==> config.mk <==
export PLATFORM = sky130hd
export DESIGN_NAME = imtc_mode_ctrl
export DESIGN_NICKNAME = d
export VERILOG_FILES = /design/src/imtc_pkg.sv /design/src/imtc_mode_ctrl.sv
export SDC_FILE = /design/constraint.sdc
export NUM_CORES = 1
export LEC_CHECK = 0
export ABC_AREA = 1
export BUFFER_PORTS_ARGS = -buffer_cell sky130_fd_sc_hd__buf_2
export CAP_MARGIN = 0
export CORE_MARGIN = 3
export CORE_UTILIZATION = 55
export CTS_BUF_LIST = sky130_fd_sc_hd__clkbuf_8
export DETAILED_ROUTE_END_ITERATION = 6
export GPL_ROUTABILITY_DRIVEN = 0
export HOLD_SLACK_MARGIN = 0.1
export PLACE_DENSITY = 0.79
export SLEW_MARGIN = 30
export SYNTH_ARGS = -nofsm -noshare
export SYNTH_HDL_FRONTEND = slang
export SYNTH_SLANG_ARGS = --single-unit
==> constraint.sdc <==
create_clock -name ref_clk_in -period 7.55 [get_ports ref_clk_in]
set_clock_uncertainty 0.1 [all_clocks]
set_input_delay 1.1325 -clock ref_clk_in [delete_from_list [all_inputs] [get_ports ref_clk_in]]
set_output_delay 1.1325 -clock ref_clk_in [all_outputs]
set_load 0.1 [all_outputs]
==> src/imtc_pkg.sv <==
package imtc_pkg;

  // Core timebase
  localparam int unsigned CLK_HZ          = 10_000_000;
  localparam int unsigned CYC_PER_MS      = CLK_HZ / 1000;
  localparam int unsigned CYC_PER_US      = CLK_HZ / 1_000_000;
  localparam int          CNT_W           = 25;
  localparam int          STAB_W          = 11;
  localparam int          PULSE_W         = 3;

  // Mode transition times in their own units
  localparam int unsigned T_TURN_ON_MS    = 1750;
  localparam int unsigned T_GYRO_WAKE_MS  = 60;
  localparam int unsigned T_ACCEL_WAKE_MS = 3;
  localparam int unsigned T_MAG_WAKE_MS   = 12;
  localparam int unsigned T_WARM_WAKE_MS  = 5;
  localparam int unsigned T_OFF_SPI_US    = 40;
  localparam int unsigned T_OFF_I2C_US    = 100;
  localparam int unsigned STAB_RATE_HZ    = 8100;
  localparam int unsigned SETTLE_PERIODS  = 3;

  // Derived cycle counts
  localparam int unsigned TURN_ON_CYC     = T_TURN_ON_MS * CYC_PER_MS;
  localparam int unsigned GYRO_WAKE_CYC   = T_GYRO_WAKE_MS * CYC_PER_MS;
  localparam int unsigned ACCEL_WAKE_CYC  = T_ACCEL_WAKE_MS * CYC_PER_MS;
  localparam int unsigned MAG_WAKE_CYC    = T_MAG_WAKE_MS * CYC_PER_MS;
  localparam int unsigned WARM_WAKE_CYC   = T_WARM_WAKE_MS * CYC_PER_MS;
  localparam int unsigned OFF_SPI_CYC     = T_OFF_SPI_US * CYC_PER_US;
  // Strictly under the I2C bound, so one cycle short of it
  localparam int unsigned OFF_I2C_CYC     = T_OFF_I2C_US * CYC_PER_US - 1;
  localparam int unsigned STAB_PERIOD_CYC = CLK_HZ / STAB_RATE_HZ;
  localparam int unsigned PIN_PULSE_CYC   = 4;

  // Rate field codes
  localparam logic [2:0] GYRO_RATE_STAB    = 3'h6;
  localparam logic [2:0] GYRO_RATE_STAB_LL = 3'h7;
  localparam logic [2:0] GYRO_RATE_WARM    = 3'h4;
  localparam logic [2:0] ACCEL_RATE_BASE   = 3'h0;

  // Output data formats
  localparam logic [1:0] FMT_RAW      = 2'h0;
  localparam logic [1:0] FMT_INCR     = 2'h1;
  localparam logic [1:0] FMT_INCR_MAG = 2'h2;

  // Output-rate period per rate code, halving from 1 kHz
  localparam int unsigned ODR_PERIOD_DEF [8] = '{10_000, 20_000, 40_000, 80_000,
                                                160_000, 320_000, 640_000, 1_280_000};

  typedef enum logic [2:0] {
    ST_BOOT    = 3'h0,
    ST_DEFAULT = 3'h1,
    ST_DOWN    = 3'h2,
    ST_WAKE    = 3'h3,
    ST_SETTLE  = 3'h4,
    ST_ACTIVE  = 3'h5,
    ST_OFF     = 3'h6,
    ST_SWITCH  = 3'h7
  } imtc_state_t;

endpackage

==> src/imtc_mode_ctrl.sv <==
`timescale 1ns/1ps
// Behaviour
// - Gyro rate 110 selects plain stabilization, 8.1 kHz SPI gyro stream, no accel
// - Plain stabilization marks each gyro sample with a first interrupt pin fall
// - Gyro rate 111 selects low-latency mode, sample marked by second pin rise
// - Low-latency mode lets accel run at 1 kHz when accel rate is 000
// - Stabilization SPI uses three or four wires per the wire count select
// - Accel, gyro and fusion enabled give velocity and orientation increments
// - Magnetometer enable in fusion mode adds magnetic field values
// - Polled sample select with fusion lets host poll data asynchronously
// - Power-up or reset release enters the power-on default state
// - Reaching default after reset, no power or power-down takes 1.75 s
// - Wake-up intervals run from second interrupt pin rising to valid data
// - Gyro turn-on takes 60 ms wake plus filter settling
// - Accel turn-on takes 3 ms wake plus filter settling
// - Default to mag or mag plus accel takes 12 ms plus settling
// - Gyro wake from warm start takes 5 ms plus settling
// - Filter settling lasts three output-rate periods after wake-up
// - Powered to sensors-off takes between one and two output-rate periods
// - Sensors-off to sensors-off takes under 100 us on I2C, 40 us on SPI
// - Default state keeps all sensors off with the clock running
// - Shutdown bit powers blocks down, keeps interfaces, preserves outputs
module imtc_mode_ctrl
  import imtc_pkg::*;
#(
  parameter int unsigned TURN_ON_CYCLES     = TURN_ON_CYC,
  parameter int unsigned GYRO_WAKE_CYCLES   = GYRO_WAKE_CYC,
  parameter int unsigned ACCEL_WAKE_CYCLES  = ACCEL_WAKE_CYC,
  parameter int unsigned MAG_WAKE_CYCLES    = MAG_WAKE_CYC,
  parameter int unsigned WARM_WAKE_CYCLES   = WARM_WAKE_CYC,
  parameter int unsigned ODR_PERIOD_CYC [8] = ODR_PERIOD_DEF,
  parameter int          DATA_W             = 48
) (
  input  wire logic              ref_clk_in,
  input  wire logic              rst_in,
  input  wire logic [2:0]        gyro_rate_select_in,
  input  wire logic [2:0]        accel_rate_select_in,
  input  wire logic              accel_enable_bit_in,
  input  wire logic              gyro_enable_bit_in,
  input  wire logic              magnetometer_enable_bit_in,
  input  wire logic              fusion_engine_enable_bit_in,
  input  wire logic              polled_sample_select_in,
  input  wire logic              serial_wire_count_select_in,
  input  wire logic              sensor_shutdown_bit_in,
  input  wire logic              host_iface_spi_in,
  input  wire logic              poll_request_in,
  input  wire logic [DATA_W-1:0] gyro_sample_in,
  input  wire logic              spi_sclk_in,
  input  wire logic              spi_cs_n_in,
  output logic                   spi_sdo_out,
  output logic                   spi_sdo_oe_out,
  output logic                   spi_sdio_out,
  output logic                   spi_sdio_oe_out,
  output logic                   first_interrupt_pin_out,
  output logic                   second_interrupt_pin_out,
  output logic                   gyro_power_out,
  output logic                   accel_power_out,
  output logic                   mag_power_out,
  output logic                   fusion_power_out,
  output logic                   clock_run_out,
  output logic                   data_valid_out,
  output logic                   data_ready_out,
  output logic [1:0]             output_format_out,
  output logic [DATA_W-1:0]      sample_out,
  output logic [2:0]             device_state_out
);

  imtc_state_t        st_r;
  logic [CNT_W-1:0]   cnt_r, odr_cnt_r, odr_period;
  logic [STAB_W-1:0]  stab_cnt_r;
  logic [PULSE_W-1:0] pulse_cnt_r;
  logic [4:0]         cfg_r, cfg_now;
  logic [1:0]         sclk_sync_r, csn_sync_r;
  logic [DATA_W-1:0]  shift_r;
  logic               off_armed_r, warm_r, sclk_d_r, csn_d_r, drive_r;
  logic               odr_tick, stab_tick, stab_fire, stab_plain, stab_ll, want_on;
  logic               powered, active, fusion_on, sample_evt, sclk_fall, cs_start;

  // Wake time by sensor mix; gyro dominates, then mag, then accel
  function automatic logic [CNT_W-1:0] wake_load(input logic g, input logic a, input logic m, input logic w);
    int unsigned n;
    n = 1;
    if (a) n = ACCEL_WAKE_CYCLES;
    if (m) n = MAG_WAKE_CYCLES;
    if (g) n = w ? WARM_WAKE_CYCLES : GYRO_WAKE_CYCLES;
    return CNT_W'(n - 1);
  endfunction

  // Mode decode from the live configuration bits
  assign stab_plain = (gyro_rate_select_in == GYRO_RATE_STAB);
  assign stab_ll    = (gyro_rate_select_in == GYRO_RATE_STAB_LL);
  // Accel is barred in plain mode and limited to the base rate in low latency
  assign cfg_now[1] = accel_enable_bit_in & ~stab_plain &
                      (~stab_ll | (accel_rate_select_in == ACCEL_RATE_BASE));
  assign cfg_now[0] = gyro_enable_bit_in | stab_plain | stab_ll;
  assign cfg_now[2] = magnetometer_enable_bit_in;
  assign cfg_now[3] = stab_plain;
  assign cfg_now[4] = stab_ll;
  assign want_on    = cfg_now[0] | cfg_now[1] | cfg_now[2];
  assign active     = (st_r == ST_ACTIVE);
  assign powered    = (st_r == ST_WAKE) || (st_r == ST_SETTLE) || active || (st_r == ST_OFF);
  assign fusion_on  = fusion_engine_enable_bit_in & gyro_enable_bit_in & accel_enable_bit_in;

  // Output-rate timebase follows gyro rate when the gyro enable bit is set, else accel rate
  assign odr_period = CNT_W'(ODR_PERIOD_CYC[gyro_enable_bit_in ? gyro_rate_select_in
                                                              : accel_rate_select_in]);
  assign odr_tick   = (odr_cnt_r == '0);
  always_ff @(posedge ref_clk_in or posedge rst_in) begin
    if (rst_in) begin
      odr_cnt_r <= '0;
    end else if (odr_tick || odr_cnt_r >= odr_period) begin
      odr_cnt_r <= odr_period - 1'b1;
    end else begin
      odr_cnt_r <= odr_cnt_r - 1'b1;
    end
  end

  // Fixed stabilization sample timebase
  assign stab_tick = (stab_cnt_r == '0);
  // Waits for valid so the second pin has dropped after settling before its first rise
  assign stab_fire = stab_tick & active & data_valid_out & (cfg_r[3] | cfg_r[4]);
  always_ff @(posedge ref_clk_in or posedge rst_in) begin
    if (rst_in) begin
      stab_cnt_r <= '0;
    end else if (stab_tick) begin
      stab_cnt_r <= STAB_W'(STAB_PERIOD_CYC - 1);
    end else begin
      stab_cnt_r <= stab_cnt_r - 1'b1;
    end
  end

  // Warm start is remembered only while the sensors sit off in default
  always_ff @(posedge ref_clk_in or posedge rst_in) begin
    if (rst_in) begin
      warm_r <= 1'b0;
    end else if (st_r == ST_DEFAULT) begin
      warm_r <= (gyro_rate_select_in == GYRO_RATE_WARM) & ~gyro_enable_bit_in;
    end else if (st_r == ST_BOOT || st_r == ST_DOWN) begin
      warm_r <= 1'b0;
    end
  end

  // Mode sequencer; one down counter times the boot, switch, wake, settle and off waits
  always_ff @(posedge ref_clk_in or posedge rst_in) begin
    if (rst_in) begin
      st_r        <= ST_BOOT;
      cnt_r       <= CNT_W'(TURN_ON_CYCLES - 1);
      cfg_r       <= '0;
      off_armed_r <= 1'b0;
    end else begin
      unique case (st_r)
        ST_BOOT: begin
          if (cnt_r == '0) st_r <= ST_DEFAULT;
          else cnt_r <= cnt_r - 1'b1;
        end
        ST_DEFAULT: begin
          if (sensor_shutdown_bit_in) begin
            st_r  <= ST_SWITCH;
            cnt_r <= CNT_W'((host_iface_spi_in ? OFF_SPI_CYC : OFF_I2C_CYC) - 1);
          end else if (want_on) begin
            st_r  <= ST_WAKE;
            cnt_r <= wake_load(cfg_now[0], cfg_now[1], cfg_now[2], warm_r);
            cfg_r <= cfg_now;
          end
        end
        ST_SWITCH: begin
          if (cnt_r == '0) st_r <= ST_DOWN;
          else cnt_r <= cnt_r - 1'b1;
        end
        ST_DOWN: begin
          // Leaving power-down costs a full turn-on again
          if (!sensor_shutdown_bit_in) begin
            st_r  <= ST_BOOT;
            cnt_r <= CNT_W'(TURN_ON_CYCLES - 1);
          end
        end
        ST_WAKE: begin
          if (cnt_r == '0) begin
            st_r  <= ST_SETTLE;
            cnt_r <= CNT_W'(SETTLE_PERIODS * odr_period - 1);
          end else begin
            cnt_r <= cnt_r - 1'b1;
          end
        end
        ST_SETTLE: begin
          if (cnt_r == '0) st_r <= ST_ACTIVE;
          else cnt_r <= cnt_r - 1'b1;
        end
        ST_ACTIVE: begin
          if (!want_on || sensor_shutdown_bit_in) begin
            st_r        <= ST_OFF;
            off_armed_r <= 1'b0;
          end else if (cfg_now != cfg_r) begin
            st_r  <= ST_WAKE;
            cnt_r <= wake_load(cfg_now[0], cfg_now[1], cfg_now[2], 1'b0);
            cfg_r <= cfg_now;
          end
        end
        ST_OFF: begin
          // Align to the next rate tick, then one full period: 1 to 2 periods
          if (!off_armed_r) begin
            if (odr_tick) begin
              off_armed_r <= 1'b1;
              cnt_r       <= odr_period - 1'b1;
            end
          end else if (cnt_r == '0) begin
            st_r <= ST_DEFAULT;
          end else begin
            cnt_r <= cnt_r - 1'b1;
          end
        end
      endcase
    end
  end

  // Power, format and status outputs
  always_ff @(posedge ref_clk_in or posedge rst_in) begin
    if (rst_in) begin
      gyro_power_out    <= 1'b0;
      accel_power_out   <= 1'b0;
      mag_power_out     <= 1'b0;
      fusion_power_out  <= 1'b0;
      clock_run_out     <= 1'b0;
      data_valid_out    <= 1'b0;
      output_format_out <= FMT_RAW;
      device_state_out  <= ST_BOOT;
    end else begin
      gyro_power_out    <= powered & cfg_r[0];
      accel_power_out   <= powered & cfg_r[1];
      mag_power_out     <= powered & cfg_r[2];
      fusion_power_out  <= powered & fusion_on;
      clock_run_out     <= (st_r != ST_BOOT) && (st_r != ST_DOWN);
      data_valid_out    <= active;
      output_format_out <= fusion_on ? (magnetometer_enable_bit_in ? FMT_INCR_MAG : FMT_INCR) : FMT_RAW;
      device_state_out  <= st_r;
    end
  end

  // Sample capture; held untouched outside active so power-down keeps it
  assign sample_evt = active & ~cfg_r[3] & ~cfg_r[4] &
                      ((polled_sample_select_in & fusion_on) ? poll_request_in : odr_tick);
  always_ff @(posedge ref_clk_in or posedge rst_in) begin
    if (rst_in) begin
      sample_out     <= '0;
      data_ready_out <= 1'b0;
    end else begin
      data_ready_out <= sample_evt | stab_fire;
      if (sample_evt | stab_fire) sample_out <= gyro_sample_in;
    end
  end

  // Interrupt pins: wake window on the second pin, sample strobes per mode
  always_ff @(posedge ref_clk_in or posedge rst_in) begin
    if (rst_in) begin
      pulse_cnt_r              <= '0;
      first_interrupt_pin_out  <= 1'b1;
      second_interrupt_pin_out <= 1'b0;
    end else begin
      if (stab_fire) pulse_cnt_r <= PULSE_W'(PIN_PULSE_CYC);
      else if (pulse_cnt_r != '0) pulse_cnt_r <= pulse_cnt_r - 1'b1;
      first_interrupt_pin_out  <= ~((stab_fire | (pulse_cnt_r > 1)) & cfg_r[3]);
      second_interrupt_pin_out <= (st_r == ST_WAKE) || (st_r == ST_SETTLE) ||
                                  ((stab_fire | (pulse_cnt_r > 1)) & cfg_r[4]);
    end
  end

  // Host SPI clock and select pass two flops before any edge logic
  always_ff @(posedge ref_clk_in or posedge rst_in) begin
    if (rst_in) begin
      sclk_sync_r <= '0;
      csn_sync_r  <= 2'h3;
      sclk_d_r    <= 1'b0;
      csn_d_r     <= 1'b1;
    end else begin
      sclk_sync_r <= {sclk_sync_r[0], spi_sclk_in};
      csn_sync_r  <= {csn_sync_r[0], spi_cs_n_in};
      sclk_d_r    <= sclk_sync_r[1];
      csn_d_r     <= csn_sync_r[1];
    end
  end
  assign sclk_fall = sclk_d_r & ~sclk_sync_r[1];
  assign cs_start  = csn_d_r & ~csn_sync_r[1];

  // Stream shifter, MSB first, advanced on host clock falls
  always_ff @(posedge ref_clk_in or posedge rst_in) begin
    if (rst_in) begin
      shift_r <= '0;
      drive_r <= 1'b0;
    end else begin
      if (cs_start) shift_r <= sample_out;
      else if (!csn_sync_r[1] && sclk_fall) shift_r <= {shift_r[DATA_W-2:0], 1'b0};
      drive_r <= ~csn_sync_r[1] & active & (cfg_r[3] | cfg_r[4]);
    end
  end

  // One pin per wire mode; both share the shifter output
  assign spi_sdo_out     = shift_r[DATA_W-1];
  assign spi_sdio_out    = shift_r[DATA_W-1];
  assign spi_sdo_oe_out  = drive_r & ~serial_wire_count_select_in;
  assign spi_sdio_oe_out = drive_r & serial_wire_count_select_in;
endmodule

==> flow_summary.ini, run 1 <==
[yosys]
yosysWarnings = 0
syn_inst = 1611
syn_nets = 1743
async_flop_share_pct = 100.0
synth.avg_cell_area_um2 = 7.552
ys_ff_latch = 191
synth_edf_count = 0
synth_flop_cell = dfrtp_1
ys_seq_area_share_pct = 39.46
synth_cell_types = 59
netlist_area_um2 = 12170

[power]
power.density_nw_per_um2 = 228.8
p_leak_nw = 6.954
vdd_ir_drop_max_uv = 106.5
fin_total_pwr_mw = 3.064

[worst_setup_path]
max_stage_delay_ns = 0.70
cp_top_family = simple AND/OR/NAND/NOR gates
arrival_ns = 4.97
critPathSlowestCell = o21ai_1
path_common_cell = inv_1
crit_type = input port to flip-flop
cp_cell_sequence = buf_2 -> o21ai_1 -> inv_1 -> ha_1 -> nor2_1 -> inv_1 -> ha_1 -> nand2_1 -> nor3_1 -> a41oi_4 -> nand3_4 -> inv_1 -> nand2_1
critPathMaxFanout = 22
critPathLaunchType = input port
endpoint_kind = flip-flop
crit_required_ns = 7.88
path_buf_inv = 4

[global_routing]
grt_pass1_vias = 10660
grt_pass1_wl_um = 52690
grt_overflow = 0
grt_util_all_layers_pct = 26.82
grt_max_degree = 130
antenna_found_initial = 0

[final_layout]
area_growth_syn_to_layout_pct = 10.04
nets = 1855
insertedDiodeCount = 0
layout-drive-gt1-share_pct = 16.88
final_cell_mix = nand2_1 (496), dfrtp_1 (174), nor2_1 (171)
final_common_cell = nand2_1

[floorplanning]
die_h_um = 154.7
die_width_um = 154.7
rows = 53
dieArea_um2 = 23940
core-area_um2 = 21350
num_io_pins = 133
initial_utilization_pct = 56.98

[clock_tree]
cts_tree = yes
post_cts_buffers = 0
cts_hold_buf = 0
cts_sinks = 191
cts_buffers = 17
post_cts_resized = 0
cts_root_buf = clkbuf_8
h-tree-depth = 4
clk_pin_slew_ns = 0.12
clock_path_buffers = 2
clk_latency_ns = 0.48

[timing]
report.final.slew_viol_count = 0
post-route-period-util_pct = 61.50
layout_min_cycle_time_ns = 4.643
tns_ns = 0
rsz0062_at_grt = false
fmax_mhz = 215.4
maxSlewHeadroom_pct = 34.40
worstMarginPinSlew_ns = 0.9811
finalSetupViolations = 0
final-hold-violation-count = 0

[detailed_routing]
antenna_left = 0
dr.pass1.iters = 7
detail_route.iter0.violations = 1082
routed_via_density = 5.563
via_count = 11190
wl_um = 31910
drc = 0
route.detailed.wl_per_inst_um = 15.87

[place]
hpwlAfterDp_um = 23870
portBuffers = 132

[outcome]
status = finished, final reports clean

[hold_path]
hp-class = flip-flop to flip-flop

[job]
drv_cap = 0
kinds of logic after synthesis:
| family | Yosys count | share of synthesized area [%] |
|---|---|---|
| AO/OA/AOI/OAI | 186 | 9.276 |
| multiplexers | 12 | 1.111 |
| XOR/XNOR | 56 | 4.031 |
| buffers and inverters | 219 | 8.073 |
| flip-flops | 191 | 39.46 |
| AND/OR/NAND/NOR | 882 | 31.37 |
| adder cells (fa/ha/maj) | 65 | 6.684 |
registers in the layout, summed over array words and instances, names as in the netlist, 2 cells and up:
register / flops
sample_out: 48
shift_r: 48
cnt_r: 25
odr_cnt_r: 25
stab_cnt_r: 11
cfg_r: 5
device_state_out: 3
pulse_cnt_r: 3
st_r: 3
csn_sync_r: 2
output_format_out: 2
sclk_sync_r: 2
final timing paths:
path | end | startpoint | cells after the start | slack (ns)
worst max-delay path | odr_cnt_r[0] | gyro_enable_bit_in | 13 | 2.91
worst min-delay path | sclk_sync_r[1] | sclk_sync_r[0] | 0 | 0.27
worst max register to register | odr_cnt_r[0] | odr_cnt_r[0] | 10 | 4.26
worst min register to register | sclk_sync_r[1] | sclk_sync_r[0] | 0 | 0.27
max in group asynchronous | shift_r[12] | rst_in | 4 | 5.20
min in group asynchronous | stab_cnt_r[7] | rst_in | 2 | 0.58
where the power goes:
group | switching [mW] | internal [mW] | total, mW
Sequential | 0.131 | 1.16 | 1.29
Combinational | 0.705 | 0.353 | 1.06
Clock | 0.419 | 0.294 | 0.713
Total | 1.25 | 1.81 | 3.06
cell usage after synthesis (3+ instances only):
cell type	count	share of area [%]
nor4_1	3	0.15
o211ai_1	12	0.74
dfrtp_1	174	36
buf_12	4	0.66
buf_6	8	0.74
nand2_4	3	0.28
nand3_1	80	3.3
clkbuf_1	20	0.62
buf_2	11	0.45
nand3b_1	4	0.25
a31oi_1	37	1.9
dfstp_2	17	3.7
nor2_2	8	0.41
o22ai_1	3	0.15
o21ai_1	7	0.29
xor2_1	38	2.7
a21oi_1	37	1.5
inv_2	9	0.28
nand4_1	34	1.7
nor3_1	22	0.91
o21ai_0	60	2.5
nor2_1	171	5.3
inv_1	160	4.9
o21ai_2	11	0.79
nor2_4	3	0.28
ha_1	65	6.7
or2_2	8	0.41
nand2_1	497	15
nand2_2	36	1.9
xnor2_1	18	1.3
mux2_2	12	1.1
layer usage:
metal | share of wire, % | up-vias | global-route usage [%]
li1 | - | 5409 | -
met1 | 43 | 5173 | 36.89
met2 | 46 | 522 | 43.37
met3 | 8.2 | 83 | 4.197
met4 | 3.0 | 0 | 9.378
met5 | 0 | - | 0
final cells by class:
type,instances,area (µm²)
clock buffers,18,247.7
clock inverters,14,183.9
fillers,1888,7965
inverters,173,675.6
multi-input cells,1201,6402
flip-flops and latches,191,4801
well taps,275,344.1
repair buffers,139,733.2
metrics by stage:
stage          std cells  hold slack [ns]  setup WS (ns)  cell area [µm²]  util [%]
2_1_floorplan       1611           0.2312          1.147            12170         -
3_3_place_gp        1978           0.2407          2.742            12920     60.52
3_5_place_dp        1978           0.2505          2.552            12930     60.55
4_1_cts             2010           0.2736          3.042            13360     62.57
5_1_grt             2011           0.2760          2.697            13390     62.70
6_report            2011           0.2707          2.907            13390     62.70
Note: power is estimated with default switching activity, not from simulation.
==> run 2: changes to the inputs <==
Settings changed: PLACE_DENSITY 0.79 to 0.82.
Clock period 7.55 ns to 3.95 ns, I/O delays scaled along.
==> flow_summary.ini, run 2 (synthesized netlist as in run 1, its figures left out) <==
[power]
clockPowerShare_pct = 23.7
vdd_ir_drop_max_uv = 350.2
internal_power_mw = 3.494
seqPwrFrac_pct = 41.3
p_leak_nw = 7.034
power.density_nw_per_um2 = 441.9
switching_share_pct = 41.58
combPwrFrac_pct = 35.0
switchingPower_mw = 2.487

[detailed_routing]
wl_um = 33290
via_count = 11630
antenna_left = 0
detail_route.iter0.violations = 1467
routed_via_density = 5.734
route.detailed.wl_per_inst_um = 16.41
drc = 0
dr.pass1.iters = 6

[worst_setup_path]
critPathLaunchType = input port
arrival_ns = 3.66
crit_type = input port to flip-flop
critPathMaxFanout = 11
rr_worst_depth = 14
crit_required_ns = 4.24
endpoint_kind = flip-flop

[timing]
maxSlewHeadroom_pct = 49.54
tns_ns = 0
worstMarginPinSlew_ns = 0.7540
layout_min_cycle_time_ns = 3.374
report.final.slew_viol_count = 0
post-route-period-util_pct = 85.41
fmax_mhz = 296.4
rsz0062_at_grt = false
finalSetupViolations = 0
final-hold-violation-count = 0

[global_routing]
grt_util_all_layers_pct = 27.58
grt_pass1_wl_um = 53870
antenna_found_initial = 0
grt_pass1_vias = 10760
grt_max_degree = 192
grt_overflow = 0

[final_layout]
final_cell_mix = nand2_1 (496), dfrtp_1 (174), nor2_1 (171)
insertedDiodeCount = 0
area_growth_syn_to_layout_pct = 11.26
nets = 1873
final_util_pct = 63.40
layout-drive-gt1-share_pct = 17.62
largestRegisters = sample_out x48, shift_r x48
final_common_cell = nand2_1

[place]
portBuffers = 132
hpwlAfterDp_um = 24370

[floorplanning]
core-area_um2 = 21350
num_io_pins = 133
die_h_um = 154.7
initial_utilization_pct = 56.98
die_width_um = 154.7
rows = 53
dieArea_um2 = 23940

[clock_tree]
cts_buffers = 17
cts_sinks = 191
clk_pin_slew_ns = 0.12
cts_tree = yes
cts_root_buf = clkbuf_8
clock_path_buffers = 2
clk_latency_ns = 0.49
h-tree-depth = 4

[job]
drv_cap = 0

[hold_path]
hp-class = input port to async pin

[outcome]
status = finished, final reports clean
-- run 2: cell types whose count changed in the layout (fill, tap and decap cells not counted), sizes merged --
cell and delta:
inv -2, clkinvlp +1, clkbuf -1, buf +17, dlygate4sd3 +1, clkinv +2
-- run 2: per-stage QoR --
step                cells  hold WS [ns]  power (mW)  setup slack [ns]  instance area (µm²)
floorplan            1611        0.2312       4.047            0.3853                12170
global placement     1995        0.2429       4.479            0.2869                13060
detailed placement   1995        0.2443       4.545            0.1551                13060
CTS                  2028        0.1236       5.961            0.6815                13510
global route         2029        0.1253       6.324            0.2795                13540
finish               2029        0.1341       5.982            0.5765                13540
-- run 2: final cells by class --
type | instances | area [µm²]
fillers | 1805 | 7816
multi-input cells | 1201 | 6397
flip-flops and latches | 191 | 4801
repair buffers | 157 | 883.3
inverters | 173 | 670.6
well taps | 275 | 344.1
clock buffers | 17 | 234.0
clock inverters | 15 | 206.4
-- run 2: power groups by stage --
stage | combinational, mW | clock, mW | sequential (mW)
global placement | 1.99 | 0 | 2.49
finish | 2.09 | 1.42 | 2.47
CTS | 2.06 | 1.44 | 2.46
detailed placement | 2.05 | 0 | 2.50
floorplan | 1.42 | 0 | 2.63
global route | 2.32 | 1.51 | 2.50
-- run 2: worst paths after layout --
kind,to,startpoint,slack (ns)
min in group ref_clk_in,sclk_sync_r[0],spi_sclk_in,0.15
max in group asynchronous,cnt_r[8],rst_in,2.73
setup reg to reg,cnt_r[0],cnt_r[0],1.07
hold / removal,data_ready_out,rst_in,0.13
setup / recovery,cnt_r[22],gyro_enable_bit_in,0.58
hold reg to reg,sclk_sync_r[1],sclk_sync_r[0],0.26
-- run 2: routing by layer --
layer  global-route usage [%]  wire [µm]
met2                    44.22      15100
met5                        0          0
met3                    5.316       3005
met1                    37.23      13930
met4                    10.60       1250
-- run 2: timing repair --
item	CTS	global route
endpoints found under the hold margin	1	0
buffers inserted	0	0
resized for setup	0	0
hold buffers	1	0
-- run 2: critical path, stage by stage --
cell	delay (ns)
buf_2	0.16
inv_4	0.09
nand2_2	0.05
nand2_2	0.20
inv_1	0.17
ha_1	0.33
nand2_1	0.07
nand2_1	0.16
ha_1	0.33
inv_1	0.04
ha_1	0.34
nand2_1	0.11
nor2_1	0.16
nand2_1	0.08
inv_1	0.05
nor2_1	0.03
nand2_1	0.09
nand2_1	0.10
nand2_1	0.10
nand2_1	0.06
nand2_1	0.05
nand3_1	0.07
nand2_1	0.07
nand2_1	0.05
nand2_1	0.05
nand2_1	0.05
